## src/snw_pkg.sv

```systemverilog
/*
  constants, opcodes and carrier structs for the serial memory command
  decoder; assumes an spi mode 0 host driving chip select and clock
*/
package snw_pkg;
  localparam int         ADDR_W           = 9;
  localparam int         MEM_BYTES        = 512;
  localparam logic [7:0] OP_LATCH_SET     = 8'h06;
  localparam logic [7:0] OP_LATCH_CLEAR   = 8'h04;
  localparam logic [7:0] OP_STATUS_READ   = 8'h05;
  localparam logic [7:0] OP_STATUS_WRITE  = 8'h01;
  localparam logic [7:0] OP_WRITE_MASK    = 8'hF7;
  localparam logic [7:0] OP_WRITE         = 8'h02;
  localparam logic [7:0] OP_READ          = 8'h03;
  localparam int         OP_ABIT          = 3;
  localparam int         WEL_BIT          = 1;
  localparam int         BP_LO_BIT        = 2;
  localparam int         BP_HI_BIT        = 3;
  localparam logic [7:0] STATUS_RESET     = 8'h00;
  localparam logic [2:0] BIT_CNT_RESET    = 3'h0;

  typedef struct packed {
    logic [1:0] protect_select;
    logic       write_enable_latch;
  } snw_status_s;

  typedef struct packed {
    logic                 we;
    logic [ADDR_W-1:0]    addr;
    logic [7:0]           data;
  } snw_mem_req_s;
endpackage

```

## src/snw_sync.sv

```systemverilog
/*
  two flip-flop synchroniser for a group of pin inputs;
  assumes inputs are asynchronous to clk
*/
`timescale 1ns/1ps
module snw_sync
  import snw_pkg::*;
#(
  parameter int WIDTH = 3
)
(
  input  wire logic             clk,
  input  wire logic             rst_b,
  input  wire logic [WIDTH-1:0] d,
  output logic      [WIDTH-1:0] q
);
  logic [WIDTH-1:0] meta_r;
  logic [WIDTH-1:0] meta_nxt;
  logic [WIDTH-1:0] q_nxt;

  if (WIDTH < 1)
  begin : g_bad_width
    $error("snw_sync width must be positive");
  end

  always_comb
  begin
    meta_nxt = d;
    q_nxt    = meta_r;
  end

  always_ff @(posedge clk)
  begin
    if (!rst_b)
    begin
      meta_r <= '0;
      q      <= '0;
    end
    else
    begin
      meta_r <= meta_nxt;
      q      <= q_nxt;
    end
  end
endmodule

```

## src/snw_ctrl.sv

```systemverilog
/*
  spi command decoder with status register, write enable latch and the
  upper-half write latch defect; assumes spi mode 0, chip select low
  frames, memory array outside answering mem_rdata in the same cycle as addr
*/
`timescale 1ns/1ps
module snw_ctrl
  import snw_pkg::*;
(
  input  wire logic         clk,
  input  wire logic         rst_b,
  input  wire logic         spi_cs_b,
  input  wire logic         spi_sck,
  input  wire logic         spi_mosi,
  output logic              spi_miso,
  output logic              spi_miso_oe,
  output logic              mem_we,
  output logic [ADDR_W-1:0] mem_addr,
  output logic [7:0]        mem_wdata,
  input  wire logic [7:0]   mem_rdata,
  output logic [7:0]        status_out
);
  typedef enum logic [2:0] {
    ST_OPCODE, ST_ADDR, ST_WDATA, ST_RDATA, ST_SWRITE, ST_SREAD, ST_IGNORE
  } snw_state_e;

  logic [2:0]   pins_s;
  logic         cs_s, sck_s, mosi_s;
  logic         sck_d_r, sck_d_nxt;
  logic         rise, fall, active;
  snw_state_e   state_r, state_nxt;
  logic [2:0]   bit_cnt_r, bit_cnt_nxt;
  logic [7:0]   shift_r, shift_nxt;
  logic [7:0]   tx_r, tx_nxt;
  logic         abit_r, abit_nxt;
  logic         keep_wel_r, keep_wel_nxt;
  logic         wr_done_r, wr_done_nxt;
  snw_status_s  stat_r, stat_nxt;
  snw_mem_req_s req_r, req_nxt;
  logic         load_rd_r, load_rd_nxt;
  logic         miso_r, miso_nxt;
  logic         oe_r, oe_nxt;
  logic [7:0]   byte_in;
  logic [7:0]   status_val;

  snw_sync #(.WIDTH(3)) u_sync
  (
    .clk   (clk),
    .rst_b (rst_b),
    // select enters inverted so the reset value of the stage is idle
    .d     ({~spi_cs_b, spi_sck, spi_mosi}),
    .q     (pins_s)
  );

  assign cs_s    = pins_s[2];
  assign sck_s   = pins_s[1];
  assign mosi_s  = pins_s[0];
  assign rise    = sck_s & ~sck_d_r;
  assign fall    = ~sck_s & sck_d_r;
  assign active  = cs_s;
  assign byte_in = {shift_r[6:0], mosi_s};

  always_comb
  begin
    status_val            = 8'h00;
    status_val[WEL_BIT]   = stat_r.write_enable_latch;
    status_val[BP_LO_BIT] = stat_r.protect_select[0];
    status_val[BP_HI_BIT] = stat_r.protect_select[1];
  end

  always_comb
  begin
    sck_d_nxt    = sck_s;
    state_nxt    = state_r;
    bit_cnt_nxt  = bit_cnt_r;
    shift_nxt    = shift_r;
    tx_nxt       = tx_r;
    abit_nxt     = abit_r;
    keep_wel_nxt = keep_wel_r;
    wr_done_nxt  = wr_done_r;
    stat_nxt     = stat_r;
    req_nxt      = req_r;
    req_nxt.we   = 1'b0;
    load_rd_nxt  = 1'b0;
    miso_nxt     = miso_r;
    oe_nxt       = oe_r;
    if (!active)
    begin
      state_nxt   = ST_OPCODE;
      bit_cnt_nxt = BIT_CNT_RESET;
      oe_nxt      = 1'b0;
      if (wr_done_r && !keep_wel_r)
        stat_nxt.write_enable_latch = 1'b0;
      wr_done_nxt  = 1'b0;
      keep_wel_nxt = 1'b0;
    end
    else
    begin
      if (load_rd_r)
        tx_nxt = mem_rdata;
      if (fall && (state_r == ST_RDATA || state_r == ST_SREAD))
      begin
        oe_nxt   = 1'b1;
        miso_nxt = tx_r[7];
        tx_nxt   = {tx_r[6:0], 1'b0};
      end
      if (rise)
      begin
        shift_nxt   = byte_in;
        bit_cnt_nxt = bit_cnt_r + 3'h1;
        if (bit_cnt_r == 3'h7)
        begin
          case (state_r)
            ST_OPCODE:
            begin
              state_nxt = ST_IGNORE;
              if (byte_in == OP_LATCH_SET)
                stat_nxt.write_enable_latch = 1'b1;
              else if (byte_in == OP_LATCH_CLEAR)
                stat_nxt.write_enable_latch = 1'b0;
              else if (byte_in == OP_STATUS_READ)
              begin
                state_nxt = ST_SREAD;
                tx_nxt    = status_val;
              end
              else if (byte_in == OP_STATUS_WRITE)
                state_nxt = stat_r.write_enable_latch ?
                            ST_SWRITE : ST_IGNORE;
              else if ((byte_in & OP_WRITE_MASK) == OP_WRITE
                       || (byte_in & OP_WRITE_MASK) == OP_READ)
              begin
                abit_nxt     = byte_in[OP_ABIT];
                keep_wel_nxt = byte_in[OP_ABIT] & ~byte_in[0];
                state_nxt    = ST_ADDR;
                shift_nxt    = {7'h00, byte_in[0]};
              end
            end
            ST_ADDR:
            begin
              req_nxt.addr = {abit_r, byte_in};
              // read flag has moved up to bit 7 by the last address bit
              if (shift_r[7])
              begin
                state_nxt   = ST_RDATA;
                load_rd_nxt = 1'b1;
              end
              else
                state_nxt = stat_r.write_enable_latch ?
                            ST_WDATA : ST_IGNORE;
            end
            ST_WDATA:
            begin
              req_nxt.we   = 1'b1;
              req_nxt.data = byte_in;
              wr_done_nxt  = 1'b1;
            end
            ST_RDATA:
            begin
              req_nxt.addr = req_r.addr + 9'h001;
              load_rd_nxt  = 1'b1;
            end
            ST_SWRITE:
            begin
              stat_nxt.protect_select = {byte_in[BP_HI_BIT],
                                         byte_in[BP_LO_BIT]};
              wr_done_nxt = 1'b1;
              keep_wel_nxt = 1'b0;
              state_nxt   = ST_IGNORE;
            end
            ST_SREAD:
              tx_nxt = status_val;
            default:
              state_nxt = ST_IGNORE;
          endcase
        end
      end
      if (wr_done_r && req_r.we)
        req_nxt.addr = req_r.addr + 9'h001;
    end
  end

  always_ff @(posedge clk)
  begin
    if (!rst_b)
    begin
      sck_d_r    <= 1'b0;
      state_r    <= ST_OPCODE;
      bit_cnt_r  <= BIT_CNT_RESET;
      shift_r    <= 8'h00;
      tx_r       <= 8'h00;
      abit_r     <= 1'b0;
      keep_wel_r <= 1'b0;
      wr_done_r  <= 1'b0;
      stat_r     <= '0;
      req_r      <= '0;
      load_rd_r  <= 1'b0;
      miso_r     <= 1'b0;
      oe_r       <= 1'b0;
    end
    else
    begin
      sck_d_r    <= sck_d_nxt;
      state_r    <= state_nxt;
      bit_cnt_r  <= bit_cnt_nxt;
      shift_r    <= shift_nxt;
      tx_r       <= tx_nxt;
      abit_r     <= abit_nxt;
      keep_wel_r <= keep_wel_nxt;
      wr_done_r  <= wr_done_nxt;
      stat_r     <= stat_nxt;
      req_r      <= req_nxt;
      load_rd_r  <= load_rd_nxt;
      miso_r     <= miso_nxt;
      oe_r       <= oe_nxt;
    end
  end

  always_ff @(posedge clk)
  begin
    if (!rst_b)
      status_out <= STATUS_RESET;
    else
      status_out <= status_val;
  end

  assign spi_miso    = miso_r;
  assign spi_miso_oe = oe_r;
  assign mem_we      = req_r.we;
  assign mem_addr    = req_r.addr;
  assign mem_wdata   = req_r.data;
endmodule

```

## config.mk

```make
export PLATFORM = sky130hd
export DESIGN_NAME = snw_ctrl
export DESIGN_NICKNAME = d
export VERILOG_FILES = /design/src/snw_pkg.sv /design/src/snw_sync.sv /design/src/snw_ctrl.sv
export SDC_FILE = /design/constraint.sdc
export NUM_CORES = 1
export LEC_CHECK = 0
export BUFFER_PORTS_ARGS = -buffer_cell sky130_fd_sc_hd__buf_2
export CAP_MARGIN = 20
export CORE_AREA = 2 2 61 86
export CTS_BUF_LIST = sky130_fd_sc_hd__clkbuf_4
export DETAILED_ROUTE_END_ITERATION = 8
export DIE_AREA = 0 0 63 88
export GPL_TIMING_DRIVEN = 0
export MAX_ROUTING_LAYER = met4
export PLACE_DENSITY = 0.84
export SETUP_SLACK_MARGIN = 0.15
export SLEW_MARGIN = 10
export SYNTH_ARGS = -nofsm -noshare
export SYNTH_HDL_FRONTEND = slang
export SYNTH_SLANG_ARGS = --single-unit
```

## constraint.sdc

```tcl
create_clock -name clk -period 3.2 [get_ports clk]
set_clock_uncertainty 0.05 [all_clocks]
set_input_delay 0.32 -clock clk [delete_from_list [all_inputs] [get_ports clk]]
set_output_delay 0.32 -clock clk [all_outputs]
set_load 0.005 [all_outputs]
```

==> flow_summary.yaml, run 1 <==
final_layout:
  stdcell_area_um2: 3170
  syn2layout_area_growth_pct: 15.7
  diodes: 0
  seq_area_um2: 1180
  n_fill_cell: 420
  drive_gt1_share_pct: 16.3
  utilization_pct: 66.5
  nets: 393
  multi_input_area_um2: 1440
synthesis:
  yosys-top-cells-area: "dfxtp_1 (43%), mux2i_1 (6.9%), a21oi_1 (6.6%), nand2_1 (5.1%), nor2_1 (4.0%)"
  synth-seq-cells: 59
  synth_edf_count: 0
  synthFlopType: "dfxtp_1"
  synth_warnings: 0
  syn_area_per_cell_um2: 8.41
  synth_cell_types: 55
  yosysSeqAreaShare_pct: 43.1
  yosysTopAreaCell: "dfxtp_1"
  async_reset_ff_share_pct: 0
  yosys.area.top_type_share_pct: 43.1
  syn_area_um2: 2740
  netlist_instances: 326
worst_setup_path:
  critical_path_class: "reg2reg"
  crit_fanout: 9
  startpoint_type: "register"
  cp-end-kind: "register"
  cp.arrival_ns: 2.49
  crit_required_ns: 3.44
clocking:
  cts_sinks: 59
  ctsHtreeMaxLevel: 3
  cts_root_buf: "clkbuf_4"
  cts_buffer_depth: 2
  cts_tree: "yes"
  clk_latency_ns: 0.41
  cts_buffers: 9
  cts_resized: 0
  clk_pin_slew_ns: 0.10
  postCtsHoldBufs: 1
  post_cts_buffers: 0
routing:
  route.detailed.drc: 0
  ant_nets: 0
  viasPerCell: 5.70
  wl_mm: 6.44
  drt_iter0_drc: 129
  wl_per_cell_um: 14.5
  dr.pass1.iters: 4
  vias: 2536
die:
  die_area_um2: 5540
  core_um2: 4770
  die_x_um: 63
  rows: 30
  initial_utilization_pct: 57.5
  ios: 41
  die_h_um: 88
pwr:
  total_power_uw: 1360
  irDropWorstVdd_v: 0.000315
  powerDensity_nw_per_um2: 429
  p_leak_uw: 0.00131
sta:
  worstMarginPinSlew_ns: 0.850
  setup_tns_ns: 0
  finalMaxSlewViolations: 0
  clock.fmax_ghz: 0.444
  setup_viol: 0
  hold_viol_final: 0
  fin_crit_sh_pct: 70.4
  post-route-min-period_ns: 2.25
  maxSlewHeadroom_pct: 43.3
  rsz0062_at_grt: "false"
global_routing:
  grtUsageMet1_pct: 30.0
  grt.overflow.total: 0
  top_usage_layer: "met2"
  grt_pass1_wl_mm: 11.0
  grt.met2_usage_pct: 43.5
  track_usage_pct: 26.2
  antenna_found_initial: 0
  grt_pass1_vias: 2333
  use_met3_pct: 6.81
  grt_max_degree: 11
job:
  maxCapViolations: 0
placement:
  placed_area_um2: 3010
  place_congestion: 0.934
  hpwlAfterDp_mm: 4.59
  port_buffers: 35
min_path:
  hp-class: "in2reg"
run_status:
  status: "completed"
==> cell families (layout without fill, tap and decap cells) <==
kind of cell	after synthesis	in the layout	share of synthesized area (%)
and+or+nand+nor	122	122	22.6
AOI/OAI and AO/OA	88	88	20.1
DFF	59	59	43.1
buffers and inverters	32	83	5.07
muxes	19	19	6.94
adders and majority gates	3	3	1.37
xor gates and xnor gates	2	2	0.639
other	1	5	0.137
==> final timing paths <==
kind	from	end	slack, ns	cells after the start
max	bit_cnt_r[0]$_SDFFE_PN0P_	mem_wdata[6]$_SDFFE_PN0P_	0.95	7
min	spi_mosi	u_sync.meta_r[0]$_SDFF_PN0_	0.06	2
max reg2reg	bit_cnt_r[0]$_SDFFE_PN0P_	mem_wdata[6]$_SDFFE_PN0P_	0.95	7
min reg2reg	u_sync.meta_r[1]$_SDFF_PN0_	u_sync.q[1]$_SDFF_PN0_	0.39	1
==> cell usage after synthesis (3+ instances only) <==
| master | number |
|---|---|
| a211oi_1 | 3 |
| nor3_1 | 3 |
| inv_1 | 7 |
| nand3_1 | 11 |
| dfxtp_1 | 59 |
| a2111oi_0 | 3 |
| clkbuf_1 | 19 |
| a31oi_1 | 4 |
| buf_4 | 5 |
| nor2_1 | 29 |
| o21ai_0 | 18 |
| nand2_1 | 37 |
| and3b_1 | 4 |
| ha_1 | 3 |
| and2_1 | 10 |
| a21oi_1 | 36 |
| mux2i_1 | 19 |
| and3_1 | 6 |
| or3_1 | 3 |
==> layout by cell type, fill, tap and decap left out, types with 4 or more instances in the layout <==
cell type,synthesis,final
a21oi_1,36,36
a31oi_1,4,4
and2_1,10,10
and3_1,6,6
and3b_1,4,4
buf_2,0,35
buf_4,5,5
clkbuf_1,19,19
clkbuf_4,0,9
conb_1,1,5
dfxtp_1,59,59
inv_1,7,7
mux2i_1,19,19
nand2_1,37,37
nand3_1,11,11
nor2_1,29,29
o21ai_0,18,18
==> final cells by class <==
type / instances / share of cell area [%]
plain buffers: 24 / 3.43
clock buffers: 9 / 2.13
clock inverters: 6 / 2.57
inverters: 8 / 0.947
multi-input cells: 239 / 45.3
flip-flops and latches: 59 / 37.3
well taps: 64 / 2.53
repair buffers: 36 / 5.84
==> power breakdown <==
part | total, uW | switching [uW] | internal [uW] | leakage, uW
Clock | 578 | 271 | 307 | 0.0000792
Combinational | 40.0 | 23.7 | 16.3 | 0.000759
Sequential | 742 | 3.86 | 738 | 0.000476
Total | 1360 | 298 | 1060 | 0.00131
==> layer usage <==
metal / wire (um) / share of wire (%)
met2: 3210 / 50
met4: 205 / 3.2
met5: 0 / 0
met1: 2680 / 42
met3: 350 / 5.4
==> worst max-delay path, stage by stage, from the launching register on <==
cell      delay (ns)
dfxtp_1         0.37
ha_1            0.17
ha_1            0.21
nand4b_1        0.32
or3_1           0.43
clkbuf_1        0.29
mux2i_1         0.24
nor2_1          0.06
==> sequential cells by signal (all words and copies together), names as in the netlist <==
| register | count |
|---|---|
| state_r | 3 |
| bit_cnt_r | 3 |
| keep_wel_r | 1 |
| mem_addr | 9 |
| abit_r | 1 |
| shift_r | 8 |
| load_rd_r | 1 |
| mem_wdata | 8 |
| spi_miso_oe | 1 |
| tx_r | 8 |
| sck_d_r | 1 |
| spi_miso | 1 |
| mem_we | 1 |
| status_out | 3 |
| stat_r | 3 |
| u_sync.meta_r | 3 |
| u_sync.q | 3 |
| wr_done_r | 1 |
==> through the flow <==
| step | std cells | setup WS, ns | hold slack (ns) |
|---|---|---|---|
| CTS | 445 | 0.967 | 0.0479 |
| detailed placement | 429 | 1.00 | 0.373 |
| global route | 445 | 0.812 | 0.0390 |
| global placement | 429 | 1.03 | 0.370 |
| floorplan | 330 | 1.11 | 0.337 |
| finish | 445 | 0.947 | 0.0598 |
(Power assumes the default switching activity.)
==> run 2, diff against run 1 <==
clock period = 2.1 ns   (was 3.2 ns; I/O delays follow)
==> run 2 against run 1 <==
  * The run now ends with setup timing left
  * Via count increased by 5.1%
  * Clock power rose by 46%
  * Largest cell class unchanged
  * Register-to-register slack worse by 0.97 ns
  * Critical path depth is 2 lower
  * Count of clock-buffer cells in the layout unchanged
  * Global-route usage grew 1.1 points
  * Critical path type unchanged
  * Sequential share of layout area down 1.6 points
  * Utilization increased by 3.3 points
  * First-iteration DRC count up 56%
  * Non-clock buffer count is 9 higher
  * Flip-flop and latch count is the same
==> flow_summary.yaml, run 2 (synthesis results as in run 1) <==
job:
  maxCapViolations: 0
global_routing:
  track_usage_pct: 27.3
  antenna_found_initial: 0
  grt_max_degree: 13
  grt_pass1_wl_mm: 11.4
  grt_pass1_vias: 2423
  grt.overflow.total: 0
worst_setup_path:
  cp-end-kind: "register"
  crit_fanout: 4
  cp.arrival_ns: 2.34
  critical_path_class: "reg2reg"
  startpoint_type: "register"
  crit_required_ns: 2.32
sta:
  rsz0062_at_grt: "true"
  hold_viol_final: 0
  finalMaxSlewViolations: 0
  clock.fmax_ghz: 0.471
  fin_crit_sh_pct: 101
  worst_slack_ns: -0.0224
  hold_slack_ns: 0.160
  setup_viol: 1
  worstMarginPinSlew_ns: 0.569
  maxSlewHeadroom_pct: 62.1
  post-route-min-period_ns: 2.12
routing:
  dr.pass1.iters: 4
  wl_mm: 7.18
  drt_iter0_drc: 201
  vias: 2665
  viasPerCell: 5.86
  route.detailed.drc: 0
  wl_per_cell_um: 15.8
  ant_nets: 0
final_layout:
  nets: 402
  layout_common_cells: "dfxtp_1 (56), nand2_1 (37), a21oi_1 (36), buf_2 (36), nor2_1 (27)"
  fin_cells: 455
  drive_gt1_share_pct: 23.8
  syn2layout_area_growth_pct: 21.5
  diodes: 0
  seq_area_um2: 1190
  final_common_cell: "dfxtp_1"
  largest_reg_flops: 9
  multi_input_area_um2: 1510
  utilization_pct: 69.8
  n_fill_cell: 394
pwr:
  irDropWorstVdd_v: 0.000423
  p_leak_uw: 0.00138
  powerDensity_nw_per_um2: 613
  total_power_uw: 2040
placement:
  preCtsSetupSlack_ns: -0.102
  place_congestion: 0.931
  hpwlAfterDp_mm: 4.70
  place_inst: 429
  port_buffers: 35
clocking:
  cts_buffer_depth: 2
  clk_latency_ns: 0.42
  cts_tree: "yes"
  cts_sinks: 59
  cts_root_buf: "clkbuf_4"
  cts_buffers: 9
  clk_pin_slew_ns: 0.12
  ctsHtreeMaxLevel: 3
die:
  rows: 30
  core_um2: 4770
  die_h_um: 88
  initial_utilization_pct: 57.5
  die_x_um: 63
  die_area_um2: 5540
  ios: 41
run_status:
  status: "complete, but fails checks"
  violations: "setup timing"
min_path:
  hp-class: "in2reg"
==> run 2: changes by cell type in the layout (fill, tap and decap cells not counted), sizes merged <==
cell / previous run / this run
dlygate4sd3: 1 / 3
inv: 7 / 9
buf: 40 / 48
clkinv: 4 / 3
clkinvlp: 1 / 2
clkbuf: 28 / 27
bufinv: 2 / 1
==> run 2: metrics by stage <==
stage / cell area, um^2 / TNS [ns]
after floorplan: 2760 / 0
after global placement: 3010 / -0.575
after detailed placement: 3010 / -0.804
after CTS: 3250 / 0
after global routing: 3330 / -0.0369
final: 3330 / -0.0224
==> run 2: where the power goes <==
group	switching [uW]	leakage, uW	internal [uW]
Sequential	6.81	0.000478	1120
Combinational	38.7	0.000832	28.2
Clock	475	0.0000729	370
Total	520	0.00138	1520
==> run 2: final timing paths <==
check | to | from | slack, ns | cells after the start
hold / removal | shift_r[2]$_SDFFE_PN0P_ | rst_b | 0.16 | 3
hold reg to reg | u_sync.q[1]$_SDFF_PN0_ | u_sync.meta_r[1]$_SDFF_PN0_ | 0.40 | 1
setup / recovery | state_r[0]$_SDFFE_PN0P_ | shift_r[6]$_SDFFE_PN0P_ | -0.02 | 5
setup reg to reg | state_r[0]$_SDFFE_PN0P_ | shift_r[6]$_SDFFE_PN0P_ | -0.02 | 5
==> run 2: what timing repair did <==
| item | in CTS | in global routing |
|---|---|---|
| hold buffers | 3 | 0 |
| buffers inserted | 5 | 2 |
| resized for setup | 7 | 30 |
| endpoints found under the hold margin | 3 | 0 |
| pin swaps | 3 | 6 |
| endpoints found under the setup margin | 28 | 31 |
==> run 2: final cells by class <==
class / count / area share (%)
multi-input combinational: 239 / 45.4
sequential: 59 / 35.7
timing repair buffer: 45 / 7.74
buffer: 24 / 3.61
tap: 64 / 2.41
clock inverter: 7 / 2.29
clock buffer: 9 / 2.03
inverter: 8 / 0.902
==> run 2: per-layer routing <==
layer | wire, um | vias to the layer above | global-route usage [%]
li1 | - | 1286 | -
met5 | 0 | - | -
met4 | 291 | 0 | 16.0
met2 | 3520 | 104 | 45.8
met3 | 500 | 30 | 6.04
met1 | 2880 | 1245 | 29.8
==> run 2: worst max-delay path, stage by stage, from the launching register on <==
cell and delay, ns:
dfxtp_2 0.34, or4_4 0.55, buf_4 0.15, nor3_2 0.26
a22oi_1 0.16, a2111oi_1 0.44
